**src/gcpm_pkg.sv**
```systemverilog
package gcpm_pkg;
  // ----------------------------------------
  // Register offsets
  // ----------------------------------------
  localparam logic [11:0] gcpm_dir_off = 12'h000;
  localparam logic [11:0] gcpm_out_off = 12'h004;
  localparam logic [11:0] gcpm_pull_en_off = 12'h008;
  localparam logic [11:0] gcpm_pull_up_off = 12'h00C;
  localparam logic [11:0] gcpm_mode_off = 12'h010;
  localparam logic [11:0] gcpm_misc_off = 12'h014;
  localparam logic [11:0] gcpm_status_off = 12'h018;
  localparam logic [11:0] gcpm_pins_off = 12'h01C;
  // ----------------------------------------
  // Field positions
  // ----------------------------------------
  localparam int gcpm_mode_coex_freq_bit = 0;
  localparam int gcpm_mode_coex_grant_bit = 1;
  localparam int gcpm_mode_coex_status_bit = 2;
  localparam int gcpm_mode_coex_active_bit = 3;
  localparam int gcpm_mode_irq_bit = 4;
  localparam int gcpm_misc_slew_bit = 0;
  localparam int gcpm_misc_rst_pd_bit = 1;
  localparam int gcpm_misc_grant_bit = 2;
  localparam int gcpm_misc_irq_bit = 3;
  // ----------------------------------------
  // Reset values
  // ----------------------------------------
  localparam logic [3:0] gcpm_gpio_rst = 4'h0;
  localparam logic [4:0] gcpm_mode_rst = 5'h0E;
  localparam logic [3:0] gcpm_misc_rst = 4'h1;
  // ----------------------------------------
  // Timing
  // ----------------------------------------
  localparam int gcpm_clk_khz = 25000;
  localparam int gcpm_pd_release_us = 1500;
  localparam int gcpm_pd_release_cycles = gcpm_pd_release_us * gcpm_clk_khz / 1000;
  typedef enum logic [1:0] {
    gcpm_st_reset = 2'b00,
    gcpm_st_wait = 2'b01,
    gcpm_st_run = 2'b11
  } gcpm_state_type;
endpackage

```
**src/gcpm_pin_mux.sv**
```systemverilog
// Operation
// [RULE1] Host-select strap low picks SD-style bus, high picks serial interface
// [RULE2] Board keeps host-select strap pin for bus selection only
// [RULE3] Pin one floats at reset, then direction set by software
// [RULE4] Pin one has software weak pull-up or pull-down, independent of direction
// [RULE5] Pin one can drive the out-of-band host interrupt
// [RULE6] Pin one is general by default, remappable to restricted-channel input
// [RULE7] Pins three to five float at reset, each with own direction and pull
// [RULE8] Only pins 1, 3, 4, 5 are general pins, four in total
// [RULE9] Slew limiting enabled after reset, software may disable it
// [RULE10] Pin three in coexistence mode drives transmit grant, remappable to general
// [RULE11] Peer drives pin four with priority and direction status
// [RULE12] Peer drives pin five to show it is active
// [RULE13] Wireless reset active low, pulled down when undriven
// [RULE14] Reset pin pull-down released within 1.5 ms after release, software may re-enable
// [RULE15] Power manager powered down while wireless reset is low
// [RULE16] Supply-share request puts buck in external mode, rest stays powered
// [RULE17] Pwm force request forces buck into pulse-width modulation
// [RULE18] Host-select strap latched at reset release, later changes ignored
`timescale 1ns/1ps
module gcpm_pin_mux
  import gcpm_pkg::*;
#(
  parameter int pd_release_cycles = gcpm_pd_release_cycles
)
(
  input wire logic pclk,
  input wire logic presetn,
  input wire logic psel,
  input wire logic penable,
  input wire logic pwrite,
  input wire logic [11:0] paddr,
  input wire logic [31:0] pwdata,
  output logic [31:0] prdata,
  output logic pready,
  output logic pslverr,
  input wire logic host_select_in,
  output logic host_bus_spi,
  input wire logic [3:0] gpio_in,
  output logic [3:0] gpio_out,
  output logic [3:0] gpio_oe,
  output logic [3:0] gpio_pull_en,
  output logic [3:0] gpio_pull_up,
  output logic slew_limit_en,
  input wire logic coex_tx_grant_src,
  input wire logic host_irq_src,
  output logic coex_restricted_channel_in,
  output logic coex_priority_direction_in,
  output logic coex_peer_active_in,
  input wire logic wireless_reset_n,
  output logic wireless_reset_pd_en,
  output logic power_manager_on,
  input wire logic supply_share_request,
  input wire logic buck_pwm_force_request,
  output logic core_buck_external,
  output logic core_buck_pwm
);
  // ----------------------------------------
  // Pin index 0..3 maps to general pins 1, 3, 4, 5 [RULE8]
  // ----------------------------------------
  logic [3:0] dir;
  logic [3:0] dout;
  logic [3:0] pull_en;
  logic [3:0] pull_up;
  logic [4:0] mode;
  logic [3:0] misc;
  logic strap;
  logic pd_auto;
  logic [23:0] pd_count;
  gcpm_state_type state;
  gcpm_state_type next_state;
  logic [31:0] next_prdata;

  wire active = wireless_reset_n && state == gcpm_st_run;
  wire wr = psel && penable && pwrite;
  wire rd_access = psel && !pwrite;
  wire mapped = paddr[11:5] == 7'h00 && paddr[1:0] == 2'b00;
  wire ro_hit = paddr == gcpm_status_off || paddr == gcpm_pins_off;

  // Coexistence mux: pin three grant out, four and five peer inputs
  wire grant_mode = mode[gcpm_mode_coex_grant_bit];
  wire irq_mode = mode[gcpm_mode_irq_bit];
  wire freq_mode = mode[gcpm_mode_coex_freq_bit];
  wire status_mode = mode[gcpm_mode_coex_status_bit];
  wire act_mode = mode[gcpm_mode_coex_active_bit];
  wire grant_val = misc[gcpm_misc_grant_bit] | coex_tx_grant_src;
  wire irq_val = misc[gcpm_misc_irq_bit] | host_irq_src;

  // ----------------------------------------
  // Pad drive
  // ----------------------------------------
  // Everything floats until the device is out of reset; pulls are released as well
  always_comb
  begin
    gpio_oe = 4'h0;
    gpio_out = 4'h0;
    if (active)
    begin
      gpio_oe = dir; // [RULE3] [RULE7]
      gpio_out = dout;
      if (irq_mode)
      begin
        gpio_oe[0] = 1'b1; // [RULE5]
        gpio_out[0] = irq_val;
      end
      if (freq_mode)
      begin
        gpio_oe[0] = 1'b0; // [RULE6]
      end
      if (grant_mode)
      begin
        gpio_oe[1] = 1'b1; // [RULE10]
        gpio_out[1] = grant_val;
      end
      if (status_mode)
      begin
        gpio_oe[2] = 1'b0; // [RULE11]
      end
      if (act_mode)
      begin
        gpio_oe[3] = 1'b0; // [RULE12]
      end
    end
  end

  assign gpio_pull_en = active ? pull_en : 4'h0; // [RULE4] [RULE7]
  assign gpio_pull_up = active ? pull_up : 4'h0;
  assign slew_limit_en = misc[gcpm_misc_slew_bit]; // [RULE9]
  assign coex_restricted_channel_in = active && freq_mode && gpio_in[0];
  assign coex_priority_direction_in = active && status_mode && gpio_in[2];
  assign coex_peer_active_in = active && act_mode && gpio_in[3];
  assign host_bus_spi = strap; // [RULE1]
  assign power_manager_on = wireless_reset_n; // [RULE15]
  assign core_buck_external = power_manager_on && supply_share_request; // [RULE16]
  assign core_buck_pwm = power_manager_on && buck_pwm_force_request; // [RULE17]
  // Held low pin pulls down at once, not one clock later when pd_auto reloads
  assign wireless_reset_pd_en = !wireless_reset_n || pd_auto ||
                                misc[gcpm_misc_rst_pd_bit]; // [RULE13] [RULE14]

  // ----------------------------------------
  // Reset sequencing
  // ----------------------------------------
  always_comb
  begin
    next_state = state;
    case (state)
      gcpm_st_reset: next_state = wireless_reset_n ? gcpm_st_wait : gcpm_st_reset;
      gcpm_st_wait: next_state = gcpm_st_run;
      gcpm_st_run: next_state = wireless_reset_n ? gcpm_st_run : gcpm_st_reset;
      default: next_state = gcpm_st_reset;
    endcase
  end

  always_ff @(posedge pclk or negedge presetn)
  begin
    if (!presetn)
    begin
      state <= gcpm_st_reset;
      strap <= 1'b0;
    end
    else
    begin
      state <= next_state;
      // Sampled while held in reset, frozen once running
      if (state == gcpm_st_reset)
      begin
        strap <= host_select_in; // [RULE18]
      end
    end
  end

  // Counter restarts on every wireless reset so the release is measured from the rising edge
  always_ff @(posedge pclk or negedge presetn)
  begin
    if (!presetn)
    begin
      pd_auto <= 1'b1;
      pd_count <= 24'h00_0000;
    end
    else if (!wireless_reset_n)
    begin
      pd_auto <= 1'b1;
      pd_count <= 24'h00_0000;
    end
    else if (pd_auto)
    begin
      pd_count <= pd_count + 24'h00_0001;
      if (pd_count >= 24'(pd_release_cycles - 1))
      begin
        pd_auto <= 1'b0; // [RULE14]
      end
    end
  end

  // ----------------------------------------
  // Registers
  // ----------------------------------------
  // Software state is cleared only on bus reset, so settings survive a wireless reset
  always_ff @(posedge pclk or negedge presetn)
  begin
    if (!presetn)
    begin
      dir <= gcpm_gpio_rst;
      dout <= gcpm_gpio_rst;
      pull_en <= gcpm_gpio_rst;
      pull_up <= gcpm_gpio_rst;
      mode <= gcpm_mode_rst;
      misc <= gcpm_misc_rst;
    end
    else if (wr)
    begin
      case (paddr)
        gcpm_dir_off: dir <= pwdata[3:0];
        gcpm_out_off: dout <= pwdata[3:0];
        gcpm_pull_en_off: pull_en <= pwdata[3:0];
        gcpm_pull_up_off: pull_up <= pwdata[3:0];
        gcpm_mode_off: mode <= pwdata[4:0];
        gcpm_misc_off: misc <= pwdata[3:0];
        default: dir <= dir;
      endcase
    end
  end

  always_comb
  begin
    next_prdata = 32'h0000_0000;
    case (paddr)
      gcpm_dir_off: next_prdata = {28'h000_0000, dir};
      gcpm_out_off: next_prdata = {28'h000_0000, dout};
      gcpm_pull_en_off: next_prdata = {28'h000_0000, pull_en};
      gcpm_pull_up_off: next_prdata = {28'h000_0000, pull_up};
      gcpm_mode_off: next_prdata = {27'h000_0000, mode};
      gcpm_misc_off: next_prdata = {28'h000_0000, misc};
      gcpm_status_off: next_prdata = {26'h000_0000, core_buck_pwm, core_buck_external,
                                       wireless_reset_pd_en, power_manager_on, active, strap};
      gcpm_pins_off: next_prdata = {28'h000_0000, gpio_in};
      default: next_prdata = 32'h0000_0000;
    endcase
  end

  always_ff @(posedge pclk or negedge presetn)
  begin
    if (!presetn)
    begin
      prdata <= 32'h0000_0000;
    end
    else if (psel && !penable && rd_access)
    begin
      prdata <= next_prdata;
    end
  end

  assign pready = 1'b1;
  assign pslverr = psel && penable && (!mapped || (pwrite && ro_hit));

  // Own count of cycles with the reset pin high, so the deadline check does not lean on pd_count
  logic [23:0] rel_count;
  always_ff @(posedge pclk or negedge presetn)
  begin
    if (!presetn)
    begin
      rel_count <= 24'h00_0000;
    end
    else
    begin
      rel_count <= !wireless_reset_n ? 24'h00_0000 :
                   (rel_count == 24'hFF_FFFF) ? rel_count : rel_count + 24'h00_0001;
    end
  end
endmodule

```
**config.mk**
```make
export PLATFORM = sky130hd
export DESIGN_NAME = gcpm_pin_mux
export DESIGN_NICKNAME = d
export VERILOG_FILES = /design/src/gcpm_pkg.sv /design/src/gcpm_pin_mux.sv
export SDC_FILE = /design/constraint.sdc
export NUM_CORES = 1
export LEC_CHECK = 0
export BUFFER_PORTS_ARGS = -buffer_cell sky130_fd_sc_hd__buf_2
export CORE_MARGIN = 2
export CORE_UTILIZATION = 47
export CTS_BUF_LIST = sky130_fd_sc_hd__clkbuf_4 sky130_fd_sc_hd__clkbuf_8
export CTS_CLUSTER_SIZE = 16
export DETAILED_ROUTE_END_ITERATION = 6
export GPL_TIMING_DRIVEN = 0
export PLACE_DENSITY = 0.85
export SLEW_MARGIN = 10
export SYNTH_ARGS = -nofsm -noshare
export SYNTH_HDL_FRONTEND = slang
export SYNTH_SLANG_ARGS = --single-unit
```
**constraint.sdc**
```tcl
create_clock -name pclk -period 2.2 [get_ports pclk]
set_input_delay 0.44 -clock pclk [delete_from_list [all_inputs] [get_ports pclk]]
set_output_delay 0.44 -clock pclk [all_outputs]
set_load 0.01 [all_outputs]
```
[Word level (Yosys, flattened, before mapping)]
Index checks and enable logic that the tools add are counted.
Storage, ports and cells
  register bits: 85
  bits in latches: 0
  bits in writable memories: 0
  ROM bits: 0
  bits of input ports: 59
  output and inout bits: 59
  word-level logic and storage cells: 80
  memories kept: 0
Operators by class
  $add $sub $neg: 1
  multipliers: 0
  div/mod/pow operators: 0
  magnitude comparators: 1
  equality and inequality tests: 10
  shift operators: 0
  multiplexer cells: 20
  bitwise operators: 2
  reduce and logical (&&, ||, !) cells: 35
Operators with widths (count)
  $eq A12 B5 Y1 const B: 4
  $mux W24: 2
  $pmux W6 S8: 1
  $add A24 B1 Y24 const B: 1
  $eq A12 B4 Y1 const B: 2
  $ge A24 B16 Y1 const B: 1
  $logic_and A1 B1 Y1: 17
  $mux W4: 4
  $eq A12 B3 Y1 const B: 1
  $logic_not A12 Y1: 1
  $reduce_and A2 Y1: 6
  $mux W1: 11
  $logic_not A7 Y1: 1
  $pmux W2 S3: 1
  $logic_not A1 Y1: 4
  $logic_not A2 Y1: 2
  $logic_or A1 B1 Y1: 4
  $eq A2 B1 Y1 const B: 1
  $eq A2 B2 Y1 const B: 1
  $mux W2: 1
  $ne A2 B1 Y1 const B: 1
  $or A1 B1 Y1: 2

[Logic depth before layout (Yosys ltp)]
  depth in word-level cells: 5
  gate-level depth with buffers: 6
  mapped depth without buffers: 5

[Least setup slack after synthesis]
OpenSTA, ideal clock, no wires.
  path kind: reg-to-reg
  start: register pd_count[0]
  end: register pd_count[20]
  setup time: 78 ps
  arrival time: 1929 ps
  required time: 2122 ps
  slack: 193 ps
  cell stages (with the launch flop): 7
  buffers on the path: 1
  period minus slack after synthesis: 2007 ps
  cells stage by stage: dfrtp_1 > ha_1 > nand2_1 > or4_1 > buf_2 > or4_1 > a21oi_1
Between the ends
  longest elaborated chain between the ends: 3
RTL lines
  from (decl): RTL line gcpm_pin_mux.sv:69  | logic [23:0] pd_count;
  from (signal assigned): RTL line gcpm_pin_mux.sv:187  | pd_count <= pd_count + 24'h00_0001;
  $add A24 B1 Y24: RTL line gcpm_pin_mux.sv:187
  $mux W24: RTL line gcpm_pin_mux.sv:185  | else if (pd_auto)
  $mux W24: RTL line gcpm_pin_mux.sv:180  | else if (!wireless_reset_n)
No other way between the ends. The select of a mux whose other input is x is not followed.
A chain may end at the register's enable or synchronous reset.

[Worst setup path after layout]
Ends and elaborated chain as after synthesis.

==> results.json <==
{
  "status": "completed",
  "required_ns": 2.47,
  "timing.slew.headroom_pct": 41.9,
  "layout.cells.non_filler": 551,
  "finalHoldViolations": 0,
  "final_nets": 507,
  "area_delta_synth_final_pct": 23.4,
  "cts_tree": "built",
  "post-route-period-util_pct": 97.9,
  "worst_setup_path_end_kind": "register",
  "synth_xor_area_share_pct": 2.81,
  "wl_per_cell_microns": 15.3,
  "clockBufferDepth": 2,
  "numCtsBuffers": 9,
  "synthMuxAreaShare_pct": 13.5,
  "port_buffers": 60,
  "first_iter_violations": 270,
  "fin_ws_ns": 0.0461,
  "worstPathArrival_ns": 2.42,
  "core_area_sq_um": 7140,
  "overflow": 0,
  "antenna_found_initial": 0,
  "placed_cells": 535,
  "ys_types": 49,
  "antenna_cells": 0,
  "synth_simple_gate_area_share_pct": 22.8,
  "ys.flop_type": "dfrtp_1",
  "critPathMaxFanout": 9,
  "yosys-top-cells-area": "dfrtp_1 39%, mux2_2 8.9%, buf_4 6.1%",
  "syn-cell-area_sq_um": 3430,
  "synth_commonest_cells": "54 x dfrtp_1, 28 x buf_4, 28 x nor2_1, 27 x mux2_2, 25 x nand2_1",
  "cp-start-kind": "register",
  "avgSynthCellArea_sq_um": 9.79,
  "synthCells": 350,
  "drive_above_1_share_pct": 35.4,
  "start_util_pct": 48.0,
  "grt_use_total_pct": 21.3,
  "fin_skew_ns": 0.00736,
  "hold_path_class": "input pin to asynchronous set/reset pin",
  "ys_seq_area_share_pct": 43.3,
  "synth.largest_area_cell": "dfrtp_1",
  "via_per_inst": 5.45,
  "grt_pass1_vias": 2741,
  "p_leak_uw": 0.00202,
  "yosys.area_share.adder_pct": 0.365,
  "wirelength_microns": 8420,
  "h-tree-depth": 3,
  "rows": 31,
  "clk_latency_ns": 0.34,
  "tightest_slew_ns": 0.871,
  "yosysMostFrequentCell": "dfrtp_1",
  "die_x_microns": 89.4,
  "io_pins": 118,
  "cts-root-buf": "clkbuf_8",
  "hpwlAfterDp_microns": 6260,
  "num_vias": 3002,
  "synth_top_family_by_area": "simple AND/OR/NAND/NOR gates",
  "yosys_warnings": 0,
  "grt_max_degree": 36,
  "die_h_microns": 89.4,
  "drv_slew": 0,
  "min_period_ns": 2.15,
  "path_class": "register to register",
  "remaining_drc_errors": 0,
  "grt_pass1_wl_microns": 12900,
  "max_freq_mhz": 464,
  "yosysTopAreaCellShare_pct": 39.4,
  "cts_hold_buf": 0,
  "ir_worst_vdd_mv": 0.310,
  "dieArea_sq_um": 7990,
  "cts.sinks": 59,
  "maxCapViolations": 0,
  "finalSetupViolCount": 0,
  "synth-edff-count": 0,
  "first_pass_iters": 4,
  "synth_seq_cells": 59,
  "dp_slack_ns": -0.397,
  "fillers": 600,
  "p_per_area_nw_per_um2": 580,
  "clkSlewWorstSetupHoldPaths_ns": 0.07,
  "drtAntennaViolNets": 0,
  "async_reset_ff_share_pct": 100,
  "synth-compound-area-share_pct": 8.58,
  "gp_congestion": 0.937
}
## metrics by stage
| stage | hold WS (ns) | power [uW] | instance area (sq um) | TNS (ns) | util (%) |
|---|---|---|---|---|---|
| after floorplan | 0.144 | 1350 | 3520 | 0 | - |
| after global placement | 0.462 | 1460 | 3950 | -4.42 | 55.3 |
| after detailed placement | 0.460 | 1470 | 3970 | -4.83 | 55.7 |
| after CTS | 0.221 | 2460 | 4190 | 0 | 58.7 |
| after global routing | 0.262 | 2560 | 4230 | -0.0313 | 59.3 |
| final | 0.216 | 2450 | 4230 | 0 | 59.3 |
## report_power, final
part / switching, uW / total, uW / internal, uW
combinational: 186 / 318 / 132
clock: 436 / 973 / 537
sequential: 41.4 / 1160 / 1120
## state kept, by name (all words and copies together), names as in the netlist
name	cells
pd_count	24
misc	4
dir	4
pull_en	4
mode	5
state	2
dout	4
prdata	6
host_bus_spi	1
pull_up	4
pd_auto	1
## repair_timing
item                                    CTS  global route
buffers inserted                          1             1
endpoints found under the setup margin   19            21
pin swaps                                 0             2
gates resized for setup                   4            12
## per-layer routing
metal	GRT usage (%)	wire length, microns	vias to the layer above
met5	0	0	-
met4	9.23	180	0
met3	4.62	547	19
met2	35.8	4180	123
met1	26.4	3520	1456
li1	-	-	1404
## placed cells by master, fill, tap and decap left out, types with 11 or more instances in the layout
cell type   n
and2_1     12
buf_2      60
buf_4      31
conb_1     27
dfrtp_1    53
mux2_2     27
nand2_1    25
nand3_1    15
nor2_1     28
o21ai_0    11
## logic make-up (layout without fill, tap and decap cells)
| group | after synthesis | after routing |
|---|---|---|
| simple gates | 144 | 144 |
| flops | 59 | 59 |
| buf+inv | 49 | 126 |
| compound gates | 45 | 45 |
| mux | 39 | 39 |
| xor+xnor | 11 | 11 |
| other cells | 2 | 27 |
| fa+ha+maj | 1 | 1 |
## final timing paths
path | start | to | slack [ns] | cells past startpoint
worst min register to register | prdata[3] | prdata[3] | 0.47 | 2
worst min-delay path | presetn | pd_count[5] | 0.22 | 1
worst max-delay path | pd_count[0] | pd_count[20] | 0.05 | 6
worst max register to register | pd_count[0] | pd_count[20] | 0.05 | 6
max in group asynchronous | presetn | misc[0] | 1.28 | 2
min in group pclk | pwdata[4] | mode[4] | 0.35 | 2
## critical path, stage by stage (launching register included)
cell	delay (ns)
dfrtp_1	0.43
ha_4	0.18
nand2_1	0.10
or4_1	0.52
buf_4	0.18
or4_1	0.52
a21oi_2	0.15
## layout make-up
type | instances | area (sq um) | share of cell area (%)
sequential | 59 | 1480 | 35.1
clock inverter | 6 | 66.3 | 1.57
tap | 99 | 124 | 2.93
inverter | 7 | 26.3 | 0.621
multi-input combinational | 267 | 1790 | 42.3
buffer | 40 | 264 | 6.24
clock buffer | 10 | 131 | 3.11
timing repair buffer | 63 | 343 | 8.11
Note: power is estimated with default switching activity, not from simulation.
